**src/verilog/spms_pkg.sv**
```systemverilog
// constants for the serial peripheral port: register map, bit fields, timing
package spms_pkg;
  localparam int ADDR_W = 8;
  localparam logic [ADDR_W-1:0] OFF_CONTROL = 8'h00;
  localparam logic [ADDR_W-1:0] OFF_STATUS = 8'h04;
  localparam logic [ADDR_W-1:0] OFF_DATA = 8'h08;
  localparam logic [ADDR_W-1:0] OFF_PIN_DIR = 8'h0c;
  localparam logic [7:0] CONTROL_RESET = 8'h00;
  localparam logic [7:0] DATA_RESET = 8'h00;
  localparam logic [4:0] PIN_DIR_RESET = 5'h00;
  // control bit positions
  localparam int CB_IRQ_EN = 7;
  localparam int CB_PORT_EN = 6;
  localparam int CB_ORDER = 5;
  localparam int CB_MASTER = 4;
  localparam int CB_IDLE = 3;
  localparam int CB_PHASE = 2;
  localparam int CB_RATE_HI = 1;
  localparam int CB_RATE_LO = 0;
  // status bit positions
  localparam int SB_COMPLETE = 7;
  localparam int SB_COLLISION = 6;
  localparam int SB_DOUBLE = 0;
  // pin direction bit positions (1 = output); bit 4 is the select output level
  localparam int PD_MOSI = 0;
  localparam int PD_MISO = 1;
  localparam int PD_SCK = 2;
  localparam int PD_SEL = 3;
  localparam int PD_SEL_LEVEL = 4;
  // serial clock divisors without doubling, per rate code
  localparam int DIV_0 = 4;
  localparam int DIV_1 = 16;
  localparam int DIV_2 = 64;
  localparam int DIV_3 = 128;
  localparam int HALF_W = 7;
  localparam logic [4:0] EDGE_LAST = 5'h0f;
  typedef enum logic [0:0] {
    ST_IDLE = 1'b0,
    ST_SHIFT = 1'b1
  } spms_state_type;
endpackage : spms_pkg

```
**src/verilog/spms_port.sv**
```systemverilog
// serial peripheral port, master or slave, behind an apb register slave
//
// Register access over APB and the register offsets were decided locally.
`timescale 1ns/1ns
`default_nettype none

// Overview of operation
// - slave mode: select pin is input only; low activates port and output driver.
// - select high in slave mode clears the edge counter after the two-stage synchroniser; shift register keeps its value.
// - master with select as output: plain output, no effect on transfers.
// - master with select input low: drop to slave, set complete flag.
// - interrupt when complete flag, irq enable bit and global enable all set.
// - no serial operation unless the port enable bit is one.
// - order bit one shifts lsb first, zero msb first.
// - master bit one selects master, zero selects slave.
// - idle level bit sets serial clock idle level and leading edge.
// - phase zero samples on leading, sets up on trailing; one the reverse.
// - master clock divisors 4,16,64,128, doubled 2,8,32,64; slave ignores them.
// - double rate bit doubles master clock, shortest period two cycles.
// - complete flag set at byte end; cleared by ack or status read then data.
// - collision flag set on data write during transfer; cleared by status read then data, not by ack.
// - unused status bits 5 to 1 read as zero.
// - data write starts a transfer in master mode; data read returns receive buffer.
// - data driven and latched on opposite edges; modes 0 to 3.
// - master write runs eight bits then stops clock; select never automatic.
// - transmit single buffered, receive double buffered, unread byte overwritten.
// - deselected slave keeps output off, ignores clocks, data still writable.
module spms_port (
  input wire logic pclk,
  input wire logic presetn,
  input wire logic psel,
  input wire logic penable,
  input wire logic pwrite,
  input wire logic [spms_pkg::ADDR_W-1:0] paddr,
  input wire logic [31:0] pwdata,
  output logic [31:0] prdata,
  output logic pready,
  output logic pslverr,
  input wire logic global_irq_enable,
  input wire logic irq_ack,
  output logic irq,
  input wire logic sck_i,
  output logic sck_o,
  output logic sck_oe_n,
  input wire logic mosi_i,
  output logic mosi_o,
  output logic mosi_oe_n,
  input wire logic miso_i,
  output logic miso_o,
  output logic miso_oe_n,
  input wire logic sel_n_i,
  output logic sel_n_o,
  output logic sel_n_oe_n
);
  import spms_pkg::*;

  function automatic logic tx_bit(input logic [7:0] v, input logic lsb_first);
    tx_bit = lsb_first ? v[0] : v[7];
  endfunction : tx_bit

  function automatic logic [7:0] shift_in(input logic [7:0] v, input logic b, input logic lsb_first);
    shift_in = lsb_first ? {b, v[7:1]} : {v[6:0], b};
  endfunction : shift_in

  function automatic logic is_reg(input logic [ADDR_W-1:0] a, input logic [ADDR_W-1:0] off);
    is_reg = (a == off);
  endfunction : is_reg

  function automatic logic [HALF_W-1:0] half_period(input logic [1:0] rate, input logic dbl);
    int d;
    d = DIV_0;
    unique case (rate)
      2'b00: d = DIV_0;
      2'b01: d = DIV_1;
      2'b10: d = DIV_2;
      2'b11: d = DIV_3;
    endcase
    if (dbl) begin
      d = d / 2;
    end
    half_period = HALF_W'(d / 2);
  endfunction : half_period

  logic [7:0] control_q;
  logic double_q;
  logic [4:0] pin_dir_q;
  logic complete_q;
  logic collision_q;
  logic arm_complete_q;
  logic arm_collision_q;
  logic [7:0] rx_buf_q;
  logic [7:0] sr_q;
  logic out_q;
  logic sck_q;
  logic [4:0] edge_cnt_q;
  logic done_q;
  logic [HALF_W-1:0] div_q;
  spms_state_type state_q;
  logic sck_s1, sck_s2, sck_s3;
  logic mosi_s1, mosi_s2;
  logic miso_s1, miso_s2;
  logic sel_s1, sel_s2;

  logic port_en, is_master, lsb_first, clock_sample_phase, clock_idle_level;
  logic slave_active, fault, tick, edge_ev, sample_now, din, busy;
  logic acc, wr_acc, rd_acc, data_wr, data_acc, status_rd, mapped;
  logic clr_flags;

  assign port_en = control_q[CB_PORT_EN];
  assign is_master = control_q[CB_MASTER];
  assign lsb_first = control_q[CB_ORDER];
  assign clock_sample_phase = control_q[CB_PHASE];
  assign clock_idle_level = control_q[CB_IDLE];

  // apb access phase completes on the edge where pready is high
  assign acc = psel && penable && pready;
  assign wr_acc = acc && pwrite;
  assign rd_acc = acc && !pwrite;
  assign mapped = is_reg(paddr, OFF_CONTROL) || is_reg(paddr, OFF_STATUS) ||
                  is_reg(paddr, OFF_DATA) || is_reg(paddr, OFF_PIN_DIR);
  assign data_acc = acc && is_reg(paddr, OFF_DATA);
  assign data_wr = wr_acc && is_reg(paddr, OFF_DATA);
  assign status_rd = rd_acc && is_reg(paddr, OFF_STATUS);

  // pin synchronisers
  always_ff @(posedge pclk or negedge presetn) begin
    if (!presetn) begin
      sck_s1 <= 1'b0;
      sck_s2 <= 1'b0;
      sck_s3 <= 1'b0;
      mosi_s1 <= 1'b0;
      mosi_s2 <= 1'b0;
      miso_s1 <= 1'b0;
      miso_s2 <= 1'b0;
      sel_s1 <= 1'b1;
      sel_s2 <= 1'b1;
    end else begin
      sck_s1 <= sck_i;
      sck_s2 <= sck_s1;
      sck_s3 <= sck_s2;
      mosi_s1 <= mosi_i;
      mosi_s2 <= mosi_s1;
      miso_s1 <= miso_i;
      miso_s2 <= miso_s1;
      sel_s1 <= sel_n_i;
      sel_s2 <= sel_s1;
    end
  end

  assign slave_active = port_en && !is_master && !sel_s2;
  assign fault = port_en && is_master && !pin_dir_q[PD_SEL] && !sel_s2;
  assign tick = (state_q == ST_SHIFT) && (div_q == half_period(control_q[CB_RATE_HI:CB_RATE_LO], double_q) - 1'b1);
  assign edge_ev = is_master ? tick : (slave_active && (sck_s2 ^ sck_s3));
  assign sample_now = (edge_cnt_q[0] == clock_sample_phase);
  assign din = is_master ? miso_s2 : mosi_s2;
  assign busy = (state_q == ST_SHIFT) || (slave_active && edge_cnt_q != 5'h00);

  // master clock divider, one enable pulse per half period
  always_ff @(posedge pclk or negedge presetn) begin
    if (!presetn) begin
      div_q <= '0;
    end else if (state_q != ST_SHIFT || tick) begin
      div_q <= '0;
    end else begin
      div_q <= div_q + 1'b1;
    end
  end

  // shift engine shared by master and slave
  always_ff @(posedge pclk or negedge presetn) begin
    if (!presetn) begin
      sr_q <= DATA_RESET;
      out_q <= 1'b0;
      sck_q <= 1'b0;
      edge_cnt_q <= 5'h00;
      done_q <= 1'b0;
      state_q <= ST_IDLE;
    end else begin
      done_q <= 1'b0;
      if (!port_en || fault) begin
        state_q <= ST_IDLE;
        edge_cnt_q <= 5'h00;
        sck_q <= clock_idle_level;
      end else if (data_wr && !busy) begin
        sr_q <= pwdata[7:0];
        out_q <= tx_bit(pwdata[7:0], lsb_first);
        edge_cnt_q <= 5'h00;
        sck_q <= clock_idle_level;
        if (is_master) begin
          state_q <= ST_SHIFT;
        end
      end else if (!is_master && !slave_active) begin
        edge_cnt_q <= 5'h00;
      end else if (edge_ev) begin
        if (sample_now) begin
          sr_q <= shift_in(sr_q, din, lsb_first);
        end else begin
          out_q <= tx_bit(sr_q, lsb_first);
        end
        if (is_master) begin
          sck_q <= ~sck_q;
        end
        if (edge_cnt_q == EDGE_LAST) begin
          edge_cnt_q <= 5'h00;
          done_q <= 1'b1;
          state_q <= ST_IDLE;
        end else begin
          edge_cnt_q <= edge_cnt_q + 5'h01;
        end
      end else if (state_q == ST_IDLE) begin
        sck_q <= clock_idle_level;
      end
    end
  end

  // receive buffer behind the shift register
  always_ff @(posedge pclk or negedge presetn) begin
    if (!presetn) begin
      rx_buf_q <= DATA_RESET;
    end else if (done_q) begin
      rx_buf_q <= sr_q;
    end
  end

  // control register; a mode fault overrides the master bit
  always_ff @(posedge pclk or negedge presetn) begin
    if (!presetn) begin
      control_q <= CONTROL_RESET;
    end else begin
      if (wr_acc && is_reg(paddr, OFF_CONTROL)) begin
        control_q <= pwdata[7:0];
      end
      if (fault) begin
        control_q[CB_MASTER] <= 1'b0;
      end
    end
  end

  // double rate bit, the only writable status bit
  always_ff @(posedge pclk or negedge presetn) begin
    if (!presetn) begin
      double_q <= 1'b0;
    end else if (wr_acc && is_reg(paddr, OFF_STATUS)) begin
      double_q <= pwdata[SB_DOUBLE];
    end
  end

  // pin direction register
  always_ff @(posedge pclk or negedge presetn) begin
    if (!presetn) begin
      pin_dir_q <= PIN_DIR_RESET;
    end else if (wr_acc && is_reg(paddr, OFF_PIN_DIR)) begin
      pin_dir_q <= pwdata[4:0];
    end
  end

  // status flags: a set in the clearing cycle wins
  assign clr_flags = data_acc && (arm_complete_q || arm_collision_q);
  always_ff @(posedge pclk or negedge presetn) begin
    if (!presetn) begin
      complete_q <= 1'b0;
    end else if (done_q || fault) begin
      complete_q <= 1'b1;
    end else if (irq_ack || (data_acc && arm_complete_q)) begin
      complete_q <= 1'b0;
    end
  end

  always_ff @(posedge pclk or negedge presetn) begin
    if (!presetn) begin
      collision_q <= 1'b0;
    end else if (data_wr && busy) begin
      collision_q <= 1'b1;
    end else if (data_acc && arm_collision_q) begin
      collision_q <= 1'b0;
    end
  end

  // clear arming: a status read with a flag set, used up by the next data access
  always_ff @(posedge pclk or negedge presetn) begin
    if (!presetn) begin
      arm_complete_q <= 1'b0;
      arm_collision_q <= 1'b0;
    end else begin
      if (status_rd) begin
        arm_complete_q <= complete_q || collision_q;
        arm_collision_q <= collision_q;
      end else if (clr_flags) begin
        arm_complete_q <= 1'b0;
        arm_collision_q <= 1'b0;
      end
    end
  end

  always_ff @(posedge pclk or negedge presetn) begin
    if (!presetn) begin
      irq <= 1'b0;
    end else begin
      irq <= complete_q && control_q[CB_IRQ_EN] && global_irq_enable;
    end
  end

  // apb slave: one-cycle access phase, read data captured at setup
  always_ff @(posedge pclk or negedge presetn) begin
    if (!presetn) begin
      pready <= 1'b0;
      pslverr <= 1'b0;
      prdata <= 32'h0000_0000;
    end else begin
      pready <= psel && !penable;
      pslverr <= psel && !penable && !mapped;
      prdata <= 32'h0000_0000;
      if (psel && !penable && !pwrite) begin
        if (is_reg(paddr, OFF_CONTROL)) begin
          prdata <= {24'h00_0000, control_q};
        end else if (is_reg(paddr, OFF_STATUS)) begin
          prdata <= {24'h00_0000, complete_q, collision_q, 5'h00, double_q};
        end else if (is_reg(paddr, OFF_DATA)) begin
          prdata <= {24'h00_0000, rx_buf_q};
        end else if (is_reg(paddr, OFF_PIN_DIR)) begin
          prdata <= {27'h000_0000, pin_dir_q};
        end
      end
    end
  end

  // serial clock pin, enable active low
  always_ff @(posedge pclk or negedge presetn) begin
    if (!presetn) begin
      sck_o <= 1'b0;
      sck_oe_n <= 1'b1;
    end else begin
      sck_o <= sck_q;
      sck_oe_n <= !(port_en && is_master && pin_dir_q[PD_SCK] && !fault);
    end
  end

  // master data out pin
  always_ff @(posedge pclk or negedge presetn) begin
    if (!presetn) begin
      mosi_o <= 1'b0;
      mosi_oe_n <= 1'b1;
    end else begin
      mosi_o <= out_q;
      mosi_oe_n <= !(port_en && is_master && pin_dir_q[PD_MOSI] && !fault);
    end
  end

  // slave data out comes straight from the shift flop: an extra pin stage
  // would push the setup edge past the far master's next sample edge
  assign miso_o = out_q;

  always_ff @(posedge pclk or negedge presetn) begin
    if (!presetn) begin
      miso_oe_n <= 1'b1;
    end else begin
      miso_oe_n <= !(slave_active && pin_dir_q[PD_MISO]);
    end
  end

  // select pin as general output
  always_ff @(posedge pclk or negedge presetn) begin
    if (!presetn) begin
      sel_n_o <= 1'b1;
      sel_n_oe_n <= 1'b1;
    end else begin
      sel_n_o <= pin_dir_q[PD_SEL_LEVEL];
      sel_n_oe_n <= !(pin_dir_q[PD_SEL] && !(port_en && !is_master));
    end
  end
endmodule : spms_port

`default_nettype wire

```
**config.mk**
```make
export PLATFORM = sky130hd
export DESIGN_NAME = spms_port
export DESIGN_NICKNAME = d
export VERILOG_FILES = /design/src/verilog/spms_pkg.sv /design/src/verilog/spms_port.sv
export SDC_FILE = /design/constraint.sdc
export NUM_CORES = 1
export LEC_CHECK = 0
export ABC_AREA = 1
export BUFFER_PORTS_ARGS = -buffer_cell sky130_fd_sc_hd__buf_2
export CAP_MARGIN = 25
export CORE_ASPECT_RATIO = 1.5
export CORE_UTILIZATION = 55
export CTS_BUF_LIST = sky130_fd_sc_hd__clkbuf_4 sky130_fd_sc_hd__clkbuf_8
export CTS_CLUSTER_DIAMETER = 60
export DETAILED_ROUTE_END_ITERATION = 7
export PLACE_DENSITY = 0.82
export SLEW_MARGIN = 20
export SYNTH_ARGS = -nofsm -noshare
export SYNTH_HDL_FRONTEND = slang
export SYNTH_SLANG_ARGS = --single-unit
```
**constraint.sdc**
```tcl
create_clock -name pclk -period 2.6 [get_ports pclk]
set_clock_uncertainty 0.1 [all_clocks]
set_input_delay 0 -clock pclk [delete_from_list [all_inputs] [get_ports pclk]]
set_output_delay 0 -clock pclk [all_outputs]
set_load 0.01 [all_outputs]
```
Yosys cells after proc, flatten, opt, wreduce, memory -nomap -nowiden
Index checks and enable logic that the tools add are counted.
{"block": "totals", "n_memories": 0, "latch_bits": 0, "regBits": 101, "output_inout_bits": 43, "ramBits": 0, "wordCells": 190, "mem_bits_ro": 0}
{"block": "op_classes", "magnitude_cmp": 0, "addsub": 5, "n_eq_ne": 15, "reduce_logical": 76, "n_mul": 0, "mux": 52, "shift": 0, "bitwise_logic": 6, "n_div": 0}
{"op": "case mux 32 bit (4 select lines)", "n": 1}
{"op": "2-to-1 mux 32 bit", "n": 2}
{"op": "2-to-1 mux 8 bit", "n": 8}
{"op": "logical AND 1 bit", "n": 35}
{"op": "2-to-1 mux 5 bit", "n": 7}
{"op": "2-to-1 mux 1 bit", "n": 33}
{"op": "adder 32 x 1 -> 32 bit", "n": 1}
{"op": "equality test 8 x 4 -> 1 bit, second input constant", "n": 2}
{"op": "zero test 1 bit", "n": 15}
{"op": "AND reduction 4 bit", "n": 3}
{"op": "nonzero test 2 bit", "n": 6}
{"op": "logical OR 1 bit", "n": 10}
{"op": "equality test 8 x 3 -> 1 bit, second input constant", "n": 1}
{"op": "zero test 8 bit", "n": 1}
{"op": "adder 7 x 1 -> 7 bit", "n": 1}
{"op": "adder 7 x 1 -> 7 bit, second input constant", "n": 1}
{"op": "equality test 7 bit", "n": 1}
{"op": "2-to-1 mux 7 bit", "n": 1}
{"op": "subtractor 7 x 1 -> 7 bit, second input constant", "n": 1}
{"op": "inequality test 3 bit, second input constant", "n": 2}
{"op": "nonzero test 3 bit", "n": 2}
{"op": "adder 5 x 1 -> 5 bit, second input constant", "n": 1}
{"op": "equality test 5 x 4 -> 1 bit, second input constant", "n": 1}
{"op": "nonzero test 5 bit", "n": 1}
{"op": "13 further kinds", "n": 17}

Depth between registers and ports, before layout
{"block": "depth", "depth_word": 15, "depth_mapped": 16}

Worst setup path before layout
OpenSTA, ideal clock, no wires.
{"block": "synth_timing", "path_kind": "flip-flop to flip-flop", "start": "register control_q[0]", "end": "register sr_q[1]", "path_slack_ns": 0.494, "stages_incl_launch_ff": 16, "setup_time_ns": 0.065, "arrival_time_ns": 1.941, "cell_sequence": "dfrtp_1 nor2_1 nand2_1 ha_1 inv_1 nand2_1 nand2_1 nor2_1 nand3_1 nor2_2 nand4_4 nand2_4 nand3_4 nand2_4 nand2_1 nand2_1"}
{"block": "synth_between", "elab_chain_len": 12}
{"element": "start: declaration", "line_no": "spms_port.sv:84", "text": "logic [7:0] control_q;"}
{"element": "start signal: assignment", "line_no": "spms_port.sv:231", "text": "control_q <= pwdata[7:0];"}
{"element": "equality test 2 bit (tied with other cells)", "line_no": "spms_port.sv:72", "text": "unique case (rate)"}
{"element": "case mux 32 bit (4 select lines) (*)", "line_no": "spms_port.sv:72"}
{"element": "adder 32 x 1 -> 32 bit (no source line)"}
{"element": "2-to-1 mux 32 bit (*)", "line_no": "spms_port.sv:78", "text": "if (dbl) begin"}
{"element": "bitwise AND 1 bit (no source line)"}
{"element": "adder 7 x 1 -> 7 bit (no source line) (*)"}
{"element": "subtractor 7 x 1 -> 7 bit (*)", "line_no": "spms_port.sv:152", "text": "assign tick = (state_q == ST_SHIFT) && (div_q == half_period(control_q[CB_RATE_HI:CB_RATE_LO], double_q) - 1'b ..."}
{"element": "equality test 7 bit (*)", "line_no": "spms_port.sv:152"}
{"element": "logical AND 1 bit (*)", "line_no": "spms_port.sv:152"}
{"element": "2-to-1 mux 1 bit (*)", "line_no": "spms_port.sv:153", "text": "assign edge_ev = is_master ? tick : (slave_active && (sck_s2 ^ sck_s3));"}
{"element": "nonzero test 2 bit (no source line) (*)"}
{"element": "AND reduction 4 bit (no source line) (*)"}
{"element": "end signal: assignment", "line_no": "spms_port.sv:185", "text": "sr_q <= pwdata[7:0];"}
{"element": "end signal: assignment", "line_no": "spms_port.sv:196", "text": "sr_q <= shift_in(sr_q, din, lsb_first);"}
{"element": "end: declaration", "line_no": "spms_port.sv:92", "text": "logic [7:0] sr_q;"}
Every way passes the cells marked *; elsewhere a longest branch is shown, timed or not. The select of a mux whose other input is x is not followed.
A chain may end at the register's enable or synchronous reset.

Worst setup path in the final report
Same ends and word-level chain as after synthesis.

==> metrics.md <==
| Metric | Value |
|---|---|
| Buffers from clock root to sink, at most | `2` |
| Inst Count DP | `590` |
| Number of synthesized flops with an enable pin | `0` |
| CTS root buffer | `clkbuf_8` |
| Syn Std Cell Area | `just under 4000 µm²` |
| First DRT Iteration DRCs | `around 280` |
| Worst setup EP type | `register` |
| Routed vias | `3324` |
| Sequence of cells on the critical path | `nor2_4 -> nand2_1 -> ha_1 -> inv_1 -> nand2_1 -> nand2_1 -> nor2_1 -> nand3_1 -> nor2_2 -> nand4_4 -> nand2_4 -> nand3_4 -> nand2_4 -> nand2_1 -> nand2_1` |
| Worst hold path type | `input pin to register` |
| DRC viols | `14` |
| Worst-Skew Late Latency | `between 0.3 and 0.4 ns` |
| Hold path depth | `6` |
| R2R cell count | `15` |
| # Max-Cap Violations | `0` |
| Fin nets | `600` |
| # IOs | `94` |
| Fin. max-slew vios | `0` |
| Final Hold Fails | `0` |
| Drt pass-1 iters | `7` |
| Row count | `37` |
| Total grt overflow | `0` |
| Floorplan die width | `70.6 µm` |
| Peak supply drop | `0.343 mV` |
| Post-Synth Adder-Cell Area | `approximately 1.3%` |
| Main synth FF type | `dfrtp_1` |
| CTS Sinks | `77` |
| Fin crit period | `2.37 ns` |
| Worst EP required | `around 2.8 ns` |
| TritonCTS buffer count | `9` |
| Dpl hpwl | `5990 µm` |
| Routed wire per std cell | `13.6 µm` |
| Post-synth cell types | `39` |
| Total GRT Usage | `24.9%` |
| Total Power | `0.00234 W` |
| Share of layout cells above drive strength 1 | `about 18%` |
| Fmax | `421 MHz` |
| Ys Warns | `0` |
| Synthesized area per cell | `8.23 µm²` |
| Pin count of the biggest net entering global routing | `78` |
| Vias per inst | `5.29` |
| H-tree depth | `3` |
| Pleak | `2.33 nW` |
| Simple-gate share of the synthesized area | `roughly a quarter` |
| # Post-CTS Setup Buffers | `0` |
| Sequential-to-total area share from yosys stat | `~50%` |
| Final Setup Violations | `0` |
| Post-Synth XOR/XNOR Area | `under 10%` |
| Crit Path Max Fanout | `9` |
| Final antenna-violating net count | `0` |
| Core ar. | `6850 µm²` |
| Die height | `105 µm` |
| GPL Wtd Cong | `0.875` |
| PortBufs | `45` |
| R2r setup slk | `between 0.2 and 0.25 ns` |
| Area grow syn2layout | `17.7%` |
| Worst hold start | `paddr[4]` |
| Initial antenna violation count | `0` |
| FILL cells | `565` |
| Reg2reg end | `sr_q[1]` |
| Most frequent cell on the critical path | `nand2_1` |
| Status | `finished, violations left` |
| TritonCTS clock tree | `built` |
| Largest family of logic cells by synthesized area | `simple AND/OR/NAND/NOR gates` |
| Slowest CP cell | `dfrtp_2` |
| Async set-reset flop share out of synthesis | `100%` |
| Antenna diodes | `0` |
| Compound-Gate Fraction of Synth Area | `9.14%` |
| Hold endpoint | `prdata[5]` |
| Synth Instances | `472` |
| Register bit count reported by yosys | `77` |
| Crit path kind | `register to register` |
| Vias in the first global route | `between 3000 and 4000` |
| Multiplexer area fraction after synthesis | `0.547%` |
| Finished Layout Cells | `between 600 and 700` |
| Post-Route WL | `8550 µm` |
| RR Startpoint | `control_q[0]` |
| Failing checks | `DRC` |
| Reg clk slew, reported paths | `about 0.08 ns` |
| Die ar. | `roughly 7400 µm²` |
| Power Density | `512 nW/µm²` |
| Starting Density | `a little under three fifths` |
| Final Cycle Share | `91.3%` |
| Largest stage delay on the critical path | `0.46 ns` |
| CP Launch Type | `register` |
| First-pass GRT wire length | `14300 µm` |
| Worst Path Arrival | `2.56 ns` |
routing by layer:
layer / global-route usage, % / vias up / wire length [µm]
li1: - / 1603 / -
met1: 29.0 / 1575 / 3400
met2: 43.1 / 124 / 4510
met3: 4.73 / 22 / 405
met4: 12.9 / 0 / 241
met5: 0 / - / 0
placed cells by master (no fill, tap or decap), types with 3 or more instances in the layout:
| cell | synthesis | layout |
|---|---|---|
| nand3_1 | 33 | 33 |
| ha_1 | 4 | 4 |
| o21ai_0 | 30 | 30 |
| inv_1 | 59 | 59 |
| o221ai_1 | 5 | 5 |
| nand4_1 | 4 | 4 |
| buf_4 | 25 | 3 |
| dfrtp_1 | 70 | 68 |
| nand2_1 | 133 | 133 |
| xor2_1 | 4 | 4 |
| nor3b_1 | 3 | 3 |
| nor2_4 | 2 | 3 |
| nor2_2 | 3 | 3 |
| nor3_1 | 5 | 5 |
| clkbuf_8 | 0 | 10 |
| o211ai_1 | 7 | 7 |
| nor2_1 | 32 | 31 |
| inv_2 | 8 | 8 |
| a21oi_1 | 9 | 9 |
| buf_2 | 2 | 44 |
| a31oi_1 | 5 | 5 |
| dfstp_2 | 7 | 7 |
| dlygate4sd3_1 | 0 | 21 |
| conb_1 | 1 | 24 |
logic make-up (layout without fill, tap and decap cells):
logic type               count (synthesis)  in the layout
multiplexers                             2              2
flip-flops                              77             77
XOR/XNOR                                 5              5
adder cells (fa/ha/maj)                  4              4
buffers and inverters                   97            152
AO/OA/AOI/OAI                           60             60
other                                    1             24
AND/OR/NAND/NOR                        226            226
per-stage QoR:
step	TNS [ns]	hold slack [ns]	worst slack (ns)	util, %	instance area [µm²]
floorplan	0	-0.396	0.494	-	3970
global placement	0	0.00640	0.253	59.9	4100
detailed placement	0	0.00722	0.149	59.9	4100
CTS	0	0.0256	0.125	66.1	4530
global route	-0.00585	0.0425	-0.00329	66.8	4580
finish	0	0.0345	0.226	66.8	4580
worst max-delay path: cells and delay by family (launching register included):
kind	cells	cell delay (ns)
buf+inv	1	0.04
fa+ha+maj	1	0.32
simple gates	13	1.41
flops	1	0.46
worst max-delay path by stage:
stage / from / to / slack, ns / depth (start not counted)
2_1_floorplan: control_q[0] / sr_q[1] / 0.49 / 15
3_3_place_gp: control_q[0] / sr_q[1] / 0.25 / 15
3_5_place_dp: control_q[1] / sr_q[5] / 0.15 / 15
4_1_cts: control_q[1] / sr_q[1] / 0.13 / 15
5_1_grt: control_q[0] / sr_q[2] / -0.003 / 15
6_report: control_q[0] / sr_q[1] / 0.23 / 15
power by group:
| part | leakage [nW] | switching (W) | total (W) | internal, W |
|---|---|---|---|---|
| clock network | 0.112 | 0.000442 | 0.00101 | 0.000565 |
| registers | 0.975 | 0.00000648 | 0.00122 | 0.00121 |
| logic | 1.24 | 0.0000732 | 0.000121 | 0.0000476 |
| total | 2.33 | 0.000522 | 0.00234 | 0.00182 |
registers in the layout (all words and copies together) (netlist names), 5 cells and up:
name and count:
pin_dir_q 5, prdata 8, edge_cnt_q 5, div_q 7
sr_q 8, control_q 8, rx_buf_q 8
what timing repair did:
action | in CTS | in global routing
hold buffers | 20 | 1
gates resized for setup | 0 | 4
setup endpoints to repair | 0 | 10
endpoints found under the hold margin | 102 | 17
cell type report:
cell class / instances / area (µm²) / area share [%]
timing repair buffer: 69 / 480 / 10.5
multi-input combinational: 321 / 1580 / 34.6
sequential: 77 / 1940 / 42.4
clock inverter: 6 / 86.3 / 1.89
inverter: 67 / 251 / 5.50
tap: 78 / 97.6 / 2.13
clock buffer: 10 / 138 / 3.01
cells in the mapped netlist (2+ instances only):
cell | instances | area [µm²]
nand2_1 | 133 | 499
ha_1 | 4 | 50.1
nand3_1 | 33 | 165
inv_2 | 8 | 30.0
clkbuf_1 | 3 | 11.3
buf_4 | 25 | 188
inv_1 | 59 | 221
nand3b_1 | 2 | 15.0
xor2_1 | 4 | 35.0
dfstp_2 | 7 | 184
buf_2 | 2 | 10.0
o21ai_0 | 30 | 150
o211ai_1 | 7 | 52.6
nand4_1 | 4 | 25.0
nor2_4 | 2 | 22.5
nand2_4 | 2 | 22.5
a31oi_1 | 5 | 31.3
nor3_1 | 5 | 25.0
nor2_1 | 32 | 120
nor2_2 | 3 | 18.8
dfrtp_1 | 70 | 1750
nor3b_1 | 3 | 22.5
o221ai_1 | 5 | 43.8
a21oi_1 | 9 | 45.0
(Power assumes the default switching activity.)
